## src/design/fss_pkg.sv

```systemverilog
package fss_pkg;

  // ----------------------------------------------------------------
  // Command codes
  // ----------------------------------------------------------------
  localparam logic [7:0] CMD_WARN_LIMIT = 8'h5d;
  localparam logic [7:0] CMD_SUMMARY_BYTE = 8'h78;
  localparam logic [7:0] CMD_SUMMARY_WORD = 8'h79;

  // ----------------------------------------------------------------
  // Input overcurrent warning limit layout
  // ----------------------------------------------------------------
  localparam int EXP_MSB = 15;
  localparam int EXP_LSB = 11;
  localparam int MAN_MSB = 10;
  localparam int MAN_LSB = 0;
  localparam logic [4:0] EXP_RESET = 5'h00;
  localparam logic [10:0] MAN_RESET = 11'h019;

  // ----------------------------------------------------------------
  // Summary word bit positions
  // ----------------------------------------------------------------
  localparam int BIT_VOUT = 15;
  localparam int BIT_IOUT = 14;
  localparam int BIT_INPUT = 13;
  localparam int BIT_MFR = 12;
  localparam int BIT_PGOOD = 11;
  localparam int BIT_BUSY = 7;
  localparam int BIT_OFF = 6;
  localparam int BIT_OV = 5;
  localparam int BIT_OC = 4;
  localparam int BIT_UV = 3;
  localparam int BIT_TEMP = 2;
  localparam int BIT_CML = 1;
  localparam int BIT_OTHER = 0;
  localparam logic [15:0] WORD_RESET = 16'h0000;

  // ----------------------------------------------------------------
  // State of the bank
  // ----------------------------------------------------------------
  typedef struct packed {
    logic [4:0] exp;
    logic [10:0] man;
    logic vout;
    logic iout;
    logic input_f;
    logic mfr;
    logic ov;
    logic oc;
    logic uv;
    logic temp;
    logic comm_memory_logic_flag;
    logic other;
    logic alert;
    logic [15:0] rdata;
    logic rvalid;
    logic rack;
  } fss_state_s;

endpackage

```

## src/design/fss_bank.sv

```systemverilog
`timescale 1ns/1ps

// Behaviour
// - Limit bits 15:11 exponent, RW, reset zero
// - Limit bits 10:0 mantissa, RW, reset 019h
// - Summary byte is the word's low byte
// - Code 79h returns two-byte fault summary
// - Alert on every event except input undervoltage
// - Busy bit always reads zero
// - Off bit live: one while output unpowered
// - Bit 5 latches output overvoltage fault
// - Bit 4 latches output overcurrent fault
// - Bit 3 latches input below undervoltage lockout
// - Bit 2 latches over-temperature fault or warning
// - Bit 1 latches communication, memory, logic fault
// - Word bit 13 latches input fault/warning
module fss_bank (
  input wire logic core_clk_in,
  input wire logic rst_in,
  // Decoded command port from the bus engine
  input wire logic cmd_valid_in,
  input wire logic cmd_write_in,
  input wire logic [7:0] cmd_code_in,
  input wire logic [15:0] cmd_wdata_in,
  input wire logic clear_faults_in,
  output logic rsp_valid_out,
  output logic rsp_ack_out,
  output logic [15:0] rsp_rdata_out,
  // Detector inputs, high while the condition is present
  input wire logic output_off_in,
  input wire logic power_good_in,
  input wire logic output_overvoltage_flag_in,
  input wire logic output_overcurrent_flag_in,
  input wire logic input_undervoltage_flag_in,
  input wire logic over_temp_fault_in,
  input wire logic over_temp_warning_in,
  input wire logic comm_memory_logic_flag_in,
  input wire logic output_undervoltage_fault_in,
  input wire logic overcurrent_warning_in,
  input wire logic input_fault_warning_in,
  input wire logic mfr_fault_in,
  // Limit handed to the input current comparator
  output logic [4:0] warn_limit_exponent_out,
  output logic [10:0] warn_limit_mantissa_out,
  // Open-drain alert pin: driven low while oe is high
  output logic bus_alert_output_n_out,
  output logic bus_alert_output_oe_out
);

  fss_pkg::fss_state_s s_q;
  fss_pkg::fss_state_s s_d;
  logic [15:0] word;
  logic cmd_read;
  logic cmd_limit;
  logic cmd_byte;
  logic cmd_word;
  logic bad_cmd;
  logic clr;
  logic ev_ov;
  logic ev_oc;
  logic ev_uv;
  logic ev_temp;
  logic ev_cml;
  logic ev_other;
  logic ev_vout;
  logic ev_iout;
  logic ev_input;
  logic ev_mfr;
  logic ev_alert;

  // ----------------------------------------------------------------
  // Summary word assembly
  // ----------------------------------------------------------------
  always_comb begin
    word = fss_pkg::WORD_RESET;
    word[fss_pkg::BIT_VOUT] = s_q.vout;
    word[fss_pkg::BIT_IOUT] = s_q.iout;
    word[fss_pkg::BIT_INPUT] = s_q.input_f;
    word[fss_pkg::BIT_MFR] = s_q.mfr;
    word[fss_pkg::BIT_PGOOD] = ~power_good_in;
    word[fss_pkg::BIT_BUSY] = 1'b0;
    word[fss_pkg::BIT_OFF] = output_off_in;
    word[fss_pkg::BIT_OV] = s_q.ov;
    word[fss_pkg::BIT_OC] = s_q.oc;
    word[fss_pkg::BIT_UV] = s_q.uv;
    word[fss_pkg::BIT_TEMP] = s_q.temp;
    word[fss_pkg::BIT_CML] = s_q.comm_memory_logic_flag;
    word[fss_pkg::BIT_OTHER] = s_q.other;
  end

  // ----------------------------------------------------------------
  // Command decode
  // ----------------------------------------------------------------
  always_comb begin
    cmd_read = cmd_valid_in && !cmd_write_in;
    cmd_limit = 1'b0;
    cmd_byte = 1'b0;
    cmd_word = 1'b0;
    bad_cmd = 1'b0;
    if (cmd_code_in == fss_pkg::CMD_WARN_LIMIT) begin
      cmd_limit = cmd_valid_in;
    end else if (cmd_code_in == fss_pkg::CMD_SUMMARY_BYTE) begin
      cmd_byte = cmd_read;
      bad_cmd = cmd_valid_in && cmd_write_in;
    end else if (cmd_code_in == fss_pkg::CMD_SUMMARY_WORD) begin
      cmd_word = cmd_read;
      bad_cmd = cmd_valid_in && cmd_write_in;
    end else begin
      // Unknown codes and writes to read-only summaries count as communication faults
      bad_cmd = cmd_valid_in;
    end
  end

  // ----------------------------------------------------------------
  // Event decode
  // ----------------------------------------------------------------
  always_comb begin
    ev_ov = output_overvoltage_flag_in;
    ev_oc = output_overcurrent_flag_in;
    ev_uv = input_undervoltage_flag_in;
    ev_temp = over_temp_fault_in || over_temp_warning_in;
    ev_cml = comm_memory_logic_flag_in || bad_cmd;
    ev_other = output_undervoltage_fault_in || overcurrent_warning_in ||
      input_fault_warning_in || mfr_fault_in;
    ev_vout = ev_ov || output_undervoltage_fault_in;
    ev_iout = ev_oc || overcurrent_warning_in;
    ev_input = ev_uv || input_fault_warning_in;
    ev_mfr = mfr_fault_in;
    // Input undervoltage reaches only ev_uv and ev_input, so it never raises the pin
    ev_alert = ev_vout || ev_iout || ev_temp || ev_cml || ev_other;
  end

  // ----------------------------------------------------------------
  // Next state
  // ----------------------------------------------------------------
  always_comb begin
    s_d = s_q;
    clr = clear_faults_in;
    s_d.rvalid = cmd_valid_in;
    s_d.rack = cmd_valid_in && !bad_cmd;
    // Writes and refused commands answer with zero data
    if (cmd_valid_in) begin
      s_d.rdata = 16'h0000;
    end
    if (cmd_limit && cmd_write_in) begin
      s_d.exp = cmd_wdata_in[fss_pkg::EXP_MSB:fss_pkg::EXP_LSB];
      s_d.man = cmd_wdata_in[fss_pkg::MAN_MSB:fss_pkg::MAN_LSB];
    end
    if (cmd_limit && !cmd_write_in) begin
      s_d.rdata = {s_q.exp, s_q.man};
    end
    if (cmd_byte) begin
      s_d.rdata = {8'h00, word[7:0]};
    end
    if (cmd_word) begin
      s_d.rdata = word;
    end
    // Clear first, then sets, so an event in the clearing cycle survives
    if (clr) begin
      s_d.vout = 1'b0;
      s_d.iout = 1'b0;
      s_d.input_f = 1'b0;
      s_d.mfr = 1'b0;
      s_d.ov = 1'b0;
      s_d.oc = 1'b0;
      s_d.uv = 1'b0;
      s_d.temp = 1'b0;
      s_d.comm_memory_logic_flag = 1'b0;
      s_d.other = 1'b0;
      s_d.alert = 1'b0;
    end
    if (ev_ov) begin
      s_d.ov = 1'b1;
    end
    if (ev_oc) begin
      s_d.oc = 1'b1;
    end
    if (ev_uv) begin
      s_d.uv = 1'b1;
    end
    if (ev_temp) begin
      s_d.temp = 1'b1;
    end
    if (ev_cml) begin
      s_d.comm_memory_logic_flag = 1'b1;
    end
    if (ev_other) begin
      s_d.other = 1'b1;
    end
    if (ev_vout) begin
      s_d.vout = 1'b1;
    end
    if (ev_iout) begin
      s_d.iout = 1'b1;
    end
    if (ev_input) begin
      s_d.input_f = 1'b1;
    end
    if (ev_mfr) begin
      s_d.mfr = 1'b1;
    end
    if (ev_alert) begin
      s_d.alert = 1'b1;
    end
  end

  // ----------------------------------------------------------------
  // State register
  // ----------------------------------------------------------------
  always_ff @(posedge core_clk_in or posedge rst_in) begin
    if (rst_in) begin
      s_q <= '0;
      s_q.exp <= fss_pkg::EXP_RESET;
      s_q.man <= fss_pkg::MAN_RESET;
    end else begin
      s_q <= s_d;
    end
  end

  assign rsp_valid_out = s_q.rvalid;
  assign rsp_ack_out = s_q.rack;
  assign rsp_rdata_out = s_q.rdata;
  assign warn_limit_exponent_out = s_q.exp;
  assign warn_limit_mantissa_out = s_q.man;
  assign bus_alert_output_n_out = ~s_q.alert;
  assign bus_alert_output_oe_out = s_q.alert;

endmodule

```

## config.mk

```make
export PLATFORM = sky130hd
export DESIGN_NAME = fss_bank
export DESIGN_NICKNAME = d
export VERILOG_FILES = /design/src/design/fss_pkg.sv /design/src/design/fss_bank.sv
export SDC_FILE = /design/constraint.sdc
export NUM_CORES = 1
export LEC_CHECK = 0
export BUFFER_PORTS_ARGS = -buffer_cell sky130_fd_sc_hd__clkbuf_2
export CORE_UTILIZATION = 49
export CTS_BUF_LIST = sky130_fd_sc_hd__clkbuf_4 sky130_fd_sc_hd__clkbuf_8 sky130_fd_sc_hd__clkbuf_16
export CTS_CLUSTER_SIZE = 12
export DETAILED_ROUTE_END_ITERATION = 16
export PLACE_DENSITY = 0.76
export SYNTH_ARGS = -nofsm -noshare
export SYNTH_HDL_FRONTEND = slang
export SYNTH_SLANG_ARGS = --single-unit
```

## constraint.sdc

```tcl
create_clock -name core_clk_in -period 1.35 [get_ports core_clk_in]
set_input_delay 0.135 -clock core_clk_in [delete_from_list [all_inputs] [get_ports core_clk_in]]
set_output_delay 0.135 -clock core_clk_in [all_outputs]
set_load 0.01 [all_outputs]
```

==> impl_results.md, run 1 <==
* Status: finished, final reports clean
* Syn_nets at roughly 200
* Minimum clock period at approximately 1.3 ns
* Worst setup EP type: register
* FF-to-FF setup slack at 0.37 ns
* Distinct cells, synth at 27
* Most common cell after layout, fill and taps aside: clkbuf_2
* Worst r2r dst: bus_alert_output_oe_out$_DFFE_PP0P_
* DRT Pass-1 Iters at 4
* Syn Inst Count at 162
* Cts bufs inserted at 5
* Pwr Total at 2.45 mW
* Leak Pwr at 1.35 nW
* Diodes inserted at 0
* # hold bufs at CTS at 1
* Synth Area in Compound Gates at about an eighth
* Adder-cell area share of the yosys netlist at 0%
* Met3 track demand over resource at between 4 and 5%
* Hold_ws at 0.0393 ns
* Vias in the first global route at between 1000 and 1500
* Drt via density at 5.33
* CTS H-tree lvls at 2
* PD cells at approximately 990 mW/mm^2
* Slew Viols, Final at 0
* Io pins at 77
* Starting Density at about half
* Core Area at 0.00406 sq mm
* Yosys Warn Count at 0
* Crit Path Max Fanout at 16
* Initial antenna violation count at 0
* Total gr overflow at 0
* Layout cell share with drive strength beyond 1 at 54.9%
* Post-CTS setup buffers at 0
* Largest net degree at the start of global routing at 22
* Global-route wire length before repair at around 7000 um
* Syn-to-layout area delta at 18.4%
* Req. time, crit path at between 1.5 and 2 ns
* Die ar. at approximately 0.0045 sq mm
* Post-synthesis xor/xnor area fraction at 0%
* TritonCTS clock tree: done
* Clock Tree Root: clkbuf_8
* Flops & latches, synth at 45
* Commonest non-fill, non-tap cells in the layout: clkbuf_2, dfrtp_1, buf_4, a221o_1
* CTS Sinks at 45
* Hold Crit Start: input_undervoltage_flag_in
* Fillers at between 300 and 400
* Critical path class: in2reg
* Synth Area in Simple Gates at between 7 and 8%
* DR vias at 1471
* Layout Nets at between 200 and 300
* # DRC at 0
* CTS Buffer Depth at 2
* Most Used Layer, Global Route: met2
* Antenna viol nets, final at 0
* R2R cell count at 3
* Height of the die at 67.4 um
* Post-detail-place hpwl at about 3300 um
* R2r startpoint: bus_alert_output_oe_out$_DFFE_PP0P_
* Row count at 23
* Achievable Freq at between 700 and 800 MHz
* Clk_lat worst skew at around 0.30 ns
* Clk pin slew, worst setup/hold paths at ~0.080 ns
* Final wirelength at between 4000 and 5000 um
* Mapped cell area at ~0.0021 sq mm
* Largest family of logic cells by synthesized area: buffers and inverters
* Unrepaired setup endpoints after global routing: false
* Met1 usage at 27.4%
* Hold depth at 2
* GPL Wtd Cong at ~0.77
* Worst-Margin Slew at 0.434 ns
* GRT Overall Usage at 21.3%
* Wire per inst at ~16 um
* Max-Cap Viols at 0
* Hold crit path type: in2reg
* Maximum vdd drop at roughly 0.00072 V
* Chip width at between 60 and 70 um
* Syn Area/Cell at about 13 sq um
* Final Hold Vio Count at 0
* Register area share after synthesis at a little over half
* Min-Delay Endpoint: s_q[22]$_DFFE_PP0P_
* Final Skew at just under 0.009 ns
* Final setup viols at 0
* Met2 usage at between 30% and 40%
* Post-synthesis mux area share at ~10%
* I/O Buffers at 76
* Final period utilization at 96.6%
* Crit path DAT at about 1.5 ns
* Iter 0 DRT Violations at 77
* Post-CTS Resized at 0
* CP startpoint kind: input pin
* Worst relative slew slack at between 70 and 80%
## final cells by class
cell class | instances | area, sq um | area share [%]
clock inverters | 2 | 15.0 | 0.605
repair buffers | 94 | 518 | 20.9
inverters | 10 | 37.5 | 1.51
multi-input cells | 69 | 643 | 25.9
clock buffers | 6 | 76.3 | 3.07
well taps | 50 | 62.6 | 2.52
flip-flops and latches | 45 | 1130 | 45.5
## cells in the mapped netlist
cell | count | area (sq um)
dfrtp_1 | 42 | 1050
buf_4 | 32 | 240
a221o_1 | 13 | 130
inv_1 | 10 | 37.5
mux2_4 | 10 | 150
nor2b_1 | 10 | 62.6
mux2_2 | 6 | 67.6
a211o_1 | 5 | 43.8
nor4_1 | 5 | 31.3
a21o_1 | 4 | 30.0
a22o_1 | 4 | 35.0
dfstp_2 | 3 | 78.8
buf_2 | 2 | 10.0
clkbuf_1 | 2 | 7.51
o21ai_0 | 2 | 10.0
a211oi_1 | 1 | 7.51
buf_12 | 1 | 20.0
buf_6 | 1 | 11.3
nand2_1 | 1 | 3.75
nand3b_1 | 1 | 7.51
nand4bb_1 | 1 | 11.3
nor2_1 | 1 | 3.75
nor3_1 | 1 | 5.00
nor4_2 | 1 | 12.5
o2111ai_1 | 1 | 8.76
or3b_2 | 1 | 8.76
or4_4 | 1 | 11.3
## registers in the layout (all words and copies together), names as in the netlist
signal and cells:
rsp_rdata_out 16, warn_limit_exponent_out 5, rsp_ack_out 1, bus_alert_output_oe_out 1, rsp_valid_out 1, warn_limit_mantissa_out 11
s_q 10
## worst max-delay path by stage
stage	start	endpoint	depth (start not counted)
5_1_grt	cmd_code_in[7]	warn_limit_mantissa_out[1]$_DFFE_PP0P_	4
3_3_place_gp	cmd_code_in[7]	warn_limit_mantissa_out[1]$_DFFE_PP0P_	4
4_1_cts	cmd_code_in[1]	warn_limit_mantissa_out[1]$_DFFE_PP0P_	4
3_5_place_dp	cmd_code_in[1]	warn_limit_mantissa_out[1]$_DFFE_PP0P_	4
6_report	cmd_code_in[1]	warn_limit_mantissa_out[1]$_DFFE_PP0P_	4
2_1_floorplan	cmd_code_in[1]	warn_limit_exponent_out[4]$_DFFE_PP0P_	6
## critical path, stage by stage
cell	delay [ns]
clkbuf_2	0.08
nand4bb_1	0.20
or4_4	0.71
mux2_4	0.36
## layer usage
metal / wire, um / vias to the layer above
met2: 2080 / 59
met5: 0 / -
li1: - / 673
met1: 1970 / 730
met4: 61 / 0
met3: 225 / 9
## per-stage QoR
stage,setup slack [ns],area (sq um),std cells,utilization (%),setup TNS [ns]
4_1_cts,0.0502,2480,276,61.2,0
2_1_floorplan,-0.300,2110,162,-,-4.10
6_report,0.0457,2480,276,61.2,0
3_3_place_gp,-0.226,2380,267,58.7,-3.95
5_1_grt,0.0144,2480,276,61.2,0
3_5_place_dp,-0.267,2380,267,58.7,-5.12
## cell families (layout without fill, tap and decap cells)
kind of cell    Yosys count  in the layout
simple gates             23             23
mux                      16             16
flops                    45             45
buf+inv                  48            112
compound gates           30             30
## report_power, final
| part | internal [mW] | switching [mW] |
|---|---|---|
| sequential | 1.38 | 0.0209 |
| combinational | 0.105 | 0.106 |
| clock | 0.385 | 0.455 |
| total | 1.87 | 0.582 |
No activity file was read; power rests on OpenSTA's default activity.
==> run 2, diff against run 1 <==
BUFFER_PORTS_ARGS = unset   (was -buffer_cell sky130_fd_sc_hd__clkbuf_2)
CORE_UTILIZATION = 50   (was 49)
DONT_BUFFER_PORTS = 1   (was unset)
PLACE_DENSITY = 0.62   (was 0.76)
==> run 2 against run 1 <==
Register-to-register slack got worse by 0.21 ns. Sequential power about the same. Cell area decreased by 4.5%. Sequential share of layout area increased by 2.2 points. Clock-buffer cell count increased by 2. Cell count decreased by 20%. Clock power increased by 4.3%. Highest routed layer unchanged.
==> impl_results.md, run 2 (synthesized netlist as in run 1, its figures left out) <==
* Status: finished, final reports clean
* Post-CTS setup buffers at 0 (unchanged)
* FF-to-FF setup slack at 0.16 ns (-0.21 ns)
* DR vias at 1240 (-16%)
* # DRC at 0 (unchanged)
* Max-Cap Viols at 0 (unchanged)
* Total gr overflow at 0 (unchanged)
* Final Non-Filler Cells at 222 (-20%)
* Initial antenna violation count at 0 (unchanged)
* Hold crit path type: in2reg
* GRT Overall Usage at 20.4% (-0.89 points)
* Layout cell share with drive strength beyond 1 at 23.3% (-32 points)
* Post-detail-place hpwl at 2810 um (-14%)
* TritonCTS clock tree: done
* Antenna viol nets, final at 0 (unchanged)
* Drt via density at 5.59 (+4.8%)
* GPL Wtd Cong at 0.708 (-7.8%)
* Commonest non-fill, non-tap cells in the layout: dfrtp_1, dlygate4sd3_1, a221o_1, nor2b_1, mux2_4
* CP max-delay cell: dlygate4sd3_1
* Storage element area at 0.00113 sq mm (unchanged)
* PD cells at 1040 mW/mm^2 (+5.2%)
* Leak Pwr at 1.13 nW (-17%)
* Height of the die at 66.8 um (-0.98%)
* Max reg flops at 16 (unchanged)
* Worst-Margin Slew at 0.475 ns (+0.0412 ns)
* CP startpoint kind: input pin
* Clk_lat worst skew at 0.29 ns (about the same)
* Clock Tree Root: clkbuf_8
* Final period utilization at 94.7% (-1.9 points)
* Die ar. at 0.00446 sq mm (-1.9%)
* CTS Sinks at 45 (unchanged)
* Pre-CTS setup slack at -0.171 ns (+0.0960 ns)
* Most common cell after layout, fill and taps aside: dfrtp_1
* Layout Nets at 212 (-20%)
* Min-Delay Endpoint: rsp_rdata_out[11]$_DFFE_PP0P_
* Syn-to-layout area delta at 13.0%
* Clk pin slew, worst setup/hold paths at 0.08 ns (about the same)
* Largest net degree at the start of global routing at 46 (+110%)
* DRT Pass-1 Iters at 4 (unchanged)
* Fillers at 330 (+1.2%)
* Row count at 23 (unchanged)
* Cells along the critical path: dlygate4sd3_1 > nor2_1 > dlygate4sd3_1 > o21ai_0
* Iter 0 DRT Violations at 47 (-39%)
* R2R cell count at 3 (unchanged)
* Req. time, crit path at 1.53 ns (about the same)
* Final wirelength at 4190 um (-3.6%)
* Wire per inst at 18.9 um (+20%)
* Global-route wire length before repair at 6490 um (-5.3%)
* Diodes inserted at 0 (unchanged)
* Crit Path Max Fanout at 2 (-14)
* R2r startpoint: s_q[19]$_DFFE_PP0P_
* Hold Crit Start: power_good_in
* Achievable Freq at 782 MHz (+2.0%)
* Placed Cells at 183 (-31%)
* Core Area at 0.00400 sq mm (-1.4%)
* Unrepaired setup endpoints after global routing: false
* Vias in the first global route at 1334 (-6.3%)
* Pwr Total at 2.46 mW (+0.46%)
* Minimum clock period at 1.28 ns (-0.0253 ns)
* Starting Density at 52.4% (+0.74 points)
* Worst relative slew slack at 68.1% (-2.8 points)
* Chip width at 66.8 um (-0.98%)
* Final setup viols at 0 (unchanged)
* CTS Buffer Depth at 2 (unchanged)
* Maximum vdd drop at 0.000727 V (+0.23%)
* Crit path DAT at 1.46 ns (-0.03 ns)
* Multi-input gate area at 652 sq um (+1.4%)
* Slew Viols, Final at 0 (unchanged)
* Largest stage delay, worst path at 0.56 ns (-0.15 ns)
* Final Hold Vio Count at 0 (unchanged)
* Hold depth at 2 (unchanged)
* CTS H-tree lvls at 2 (unchanged)
* I/O Buffers at 0 (-100%)
* Crit-path most repeated cell: dlygate4sd3_1
* Worst setup EP type: register
* Io pins at 77 (unchanged)
* Cts bufs inserted at 5 (unchanged)
* Critical path class: in2reg
* Final worst slack at 0.0710 ns (+0.0253 ns)
* Worst r2r dst: s_q[19]$_DFFE_PP0P_
* Final Skew at 0.00492 ns (-0.00389 ns)
run 2: routing by layer:
metal  GRT usage, %  routed length (um)
met5              0                   0
met2           36.0                2220
met1           22.8                1660
met3           6.16                 262
met4           7.71                  48
run 2: final cells by class:
cell class | count | share of cell area [%]
Clock buffer | 8 | 4.12
Inverter | 10 | 1.58
Tap cell | 50 | 2.64
Multi-Input combinational cell | 69 | 27.5
Sequential cell | 45 | 47.7
Timing Repair Buffer | 40 | 16.5
run 2: report_power, final:
part	switching (mW)	leakage, nW	total (mW)	internal [mW]
clock network	0.418	0.0523	0.876	0.458
registers	0.0309	0.570	1.41	1.38
logic	0.0723	0.506	0.176	0.104
total	0.521	1.13	2.46	1.94
run 2: how the worst max path moves through the flow:
stage | start | endpoint | slack (ns) | cells past startpoint
floorplan | cmd_code_in[1] | warn_limit_exponent_out[4]$_DFFE_PP0P_ | -0.30 | 6
global placement | cmd_code_in[1] | warn_limit_mantissa_out[1]$_DFFE_PP0P_ | -0.15 | 3
detailed placement | cmd_code_in[1] | warn_limit_mantissa_out[7]$_DFFE_PP0P_ | -0.17 | 3
CTS | over_temp_fault_in | s_q[21]$_DFFE_PP0P_ | 0.06 | 4
global route | over_temp_fault_in | s_q[21]$_DFFE_PP0P_ | 0.008 | 4
finish | over_temp_fault_in | s_q[21]$_DFFE_PP0P_ | 0.07 | 4
run 2: worst max-delay path, delay by kind of cell:
kind / cells / cell delay, ns
buffers and inverters: 2 / 1.10
AO/OA/AOI/OAI: 1 / 0.07
AND/OR/NAND/NOR: 1 / 0.15
run 2: metrics by stage:
step	setup TNS (ns)	hold slack [ns]	utilization [%]	cell area [sq um]
global route	0	0.0400	59.2	2370
finish	0	0.0427	59.2	2370
detailed placement	-2.38	0.0762	49.0	1960
floorplan	-4.10	0.166	-	2110
CTS	0	0.0409	59.2	2370
global placement	-2.10	0.0636	49.0	1960
run 2: what timing repair did:
| action | CTS | global route |
|---|---|---|
| gates resized for setup | 0 | 0 |
| hold buffers | 31 | 0 |
| endpoints found under the hold margin | 71 | 0 |
==> run 3, diff against run 2 <==
--- a/constraint.sdc
+++ b/constraint.sdc
@@ -3,2 +3,2 @@
 set_output_delay 0.135 -clock core_clk_in [all_outputs]
-set_load 0.01 [all_outputs]
+set_load 0.02 [all_outputs]
==> run 3 against run 2 <==
Via count up 1.9%. Utilization about the same. Sequential power about the same. Clock skew down 0.0036 ns. Clock-buffer cell count unchanged. Largest cell class unchanged.
==> impl_results.md, run 3 (synthesized netlist as in run 1, its figures left out) <==
* R2R cell count at 3 (unchanged)
* Clk_lat worst skew at 0.29 ns (about the same)
* Cells along the critical path: nand4bb_1 > or4_4 > mux2_4
* Min-Delay Endpoint: rsp_rdata_out[11]$_DFFE_PP0P_
* Max reg flops at 16 (unchanged)
* Worst setup EP type: register
* I/O Buffers at 0 (unchanged)
* Wire per inst at 19.1 um (+1.2%)
* Unrepaired setup endpoints after global routing: false
* CP max-delay cell: or4_4
* Final Hold Vio Count at 0 (unchanged)
* Final wirelength at 4260 um (+1.6%)
* Final core occ at 59.2% (about the same)
* Achievable Freq at 819 MHz (+4.8%)
* Iter 0 DRT Violations at 58 (+23%)
* PD cells at 1030 mW/mm^2 (-0.95%)
* Starting Density at 52.4% (unchanged)
* Diodes inserted at 0 (unchanged)
* Vias in the first global route at 1411 (+5.8%)
* Worst r2r dst: s_q[21]$_DFFE_PP0P_
* Crit Path Max Fanout at 16 (+14)
* Worst-Margin Slew at 0.463 ns (-0.0114 ns)
* Final Skew at 0.00136 ns (-0.00356 ns)
* Chip width at 66.8 um (unchanged)
* Worst relative slew slack at 68.8% (+0.77 points)
* Post-CTS setup buffers at 0 (unchanged)
* Fillers at 343 (+3.9%)
* Max-Cap Viols at 0 (unchanged)
* Die ar. at 0.00446 sq mm (unchanged)
* Hold Crit Start: power_good_in
* Global-route wire length before repair at 6580 um (+1.4%)
* Crit path DAT at 1.39 ns (-0.07 ns)
* Cts bufs inserted at 5 (unchanged)
* Hold crit path type: in2reg
* GPL Wtd Cong at 0.702 (-0.88%)
* Io pins at 77 (unchanged)
* Minimum clock period at 1.22 ns (-0.0586 ns)
* Core Area at 0.00400 sq mm (unchanged)
* Initial antenna violation count at 0 (unchanged)
* Final period utilization at 90.4% (-4.3 points)
* Total gr overflow at 0 (unchanged)
* Final setup viols at 0 (unchanged)
* GRT Overall Usage at 20.6% (+0.23 points)
* Hold depth at 2 (unchanged)
* Antenna viol nets, final at 0 (unchanged)
* Most common cell after layout, fill and taps aside: dfrtp_1
* Final Non-Filler Cells at 223 (+0.45%)
* CTS Buffer Depth at 2 (unchanged)
* Slew Viols, Final at 0 (unchanged)
* Placed Cells at 185 (+1.1%)
* # DRC at 0 (unchanged)
* Post-detail-place hpwl at 2850 um (+1.6%)
* Status: finished, final reports clean
* Commonest non-fill, non-tap cells in the layout: dfrtp_1, dlygate4sd3_1, a221o_1
* Height of the die at 66.8 um (unchanged)
* Row count at 23 (unchanged)
* Maximum vdd drop at 0.000584 V (-20%)
* Layout cell share with drive strength beyond 1 at 24.3% (+1.0 points)
* Largest stage delay, worst path at 0.71 ns (+0.15 ns)
* Drt via density at 5.66 (+1.4%)
* Req. time, crit path at 1.52 ns (about the same)
* DR vias at 1263 (+1.9%)
* R2r startpoint: s_q[21]$_DFFE_PP0P_
* CP startpoint kind: input pin
* Critical path class: in2reg
* Syn-to-layout area delta at 12.9% (about the same)
* Clock Tree Root: clkbuf_8
* Largest net degree at the start of global routing at 46 (unchanged)
* Layout Nets at 213 (+0.47%)
* CTS H-tree lvls at 2 (unchanged)
* DRT Pass-1 Iters at 4 (unchanged)
* Leak Pwr at 1.13 nW (+0.40%)
* CTS Sinks at 45 (unchanged)
* FF-to-FF setup slack at 0.18 ns (+0.02 ns)
* TritonCTS clock tree: done
* Clk pin slew, worst setup/hold paths at 0.08 ns (about the same)
## run 3: worst max-delay path, delay by kind of cell
family | cells | cell delay, ns
and+or+nand+nor | 2 | 0.90
muxes | 1 | 0.35
## run 3: where the power goes
part	switching (mW)	leakage (nW)	internal, mW
Combinational	0.0730	0.513	0.102
Sequential	0.0439	0.570	1.38
Clock	0.411	0.0498	0.428
Total	0.528	1.13	1.91
## run 3: what timing repair did
item	4_1_cts	5_1_grt
gates resized for setup	0	0
hold buffers	30	0
endpoints found under the hold margin	72	0
## run 3: cell type report
type                       instances  area [sq um]  share of cell area [%]
inverter                          10          37.5                    1.58
sequential                        45          1130                    47.7
multi-input combinational         69           652                    27.5
timing repair buffer              41           395                    16.7
clock buffer                       8          91.3                    3.86
tap                               50          62.6                    2.64
## run 3: through the flow
stage | cell area, sq um | hold slack [ns] | setup slack [ns] | total power, mW | setup TNS (ns)
3_5_place_dp | 1980 | 0.0764 | -0.180 | 1.56 | -2.51
6_report | 2370 | 0.0533 | 0.130 | 2.44 | 0
2_1_floorplan | 2110 | 0.166 | -0.300 | 1.54 | -4.10
3_3_place_gp | 1980 | 0.0642 | -0.148 | 1.55 | -2.09
5_1_grt | 2370 | 0.0492 | 0.109 | 2.54 | 0
4_1_cts | 2370 | 0.0512 | 0.135 | 2.46 | 0
## run 3: worst max-delay path by stage
stage / from / to / slack (ns)
2_1_floorplan: cmd_code_in[1] / warn_limit_exponent_out[4]$_DFFE_PP0P_ / -0.30
3_3_place_gp: cmd_code_in[1] / warn_limit_mantissa_out[1]$_DFFE_PP0P_ / -0.15
6_report: cmd_code_in[1] / warn_limit_mantissa_out[5]$_DFFE_PP0P_ / 0.13
3_5_place_dp: cmd_code_in[1] / warn_limit_mantissa_out[7]$_DFFE_PP0P_ / -0.18
5_1_grt: cmd_code_in[1] / warn_limit_exponent_out[4]$_DFFE_PP0P_ / 0.11
4_1_cts: cmd_code_in[1] / warn_limit_mantissa_out[7]$_DFFE_PP0P_ / 0.13
## run 3: layer usage
metal	GRT usage (%)	vias up	share of wire (%)	wire length (um)
met5	0	-	0	0
met4	6.12	0	1.1	45
met3	7.71	5	6.3	269
met2	37.4	50	54	2280
met1	21.9	641	39	1660
li1	-	567	-	-
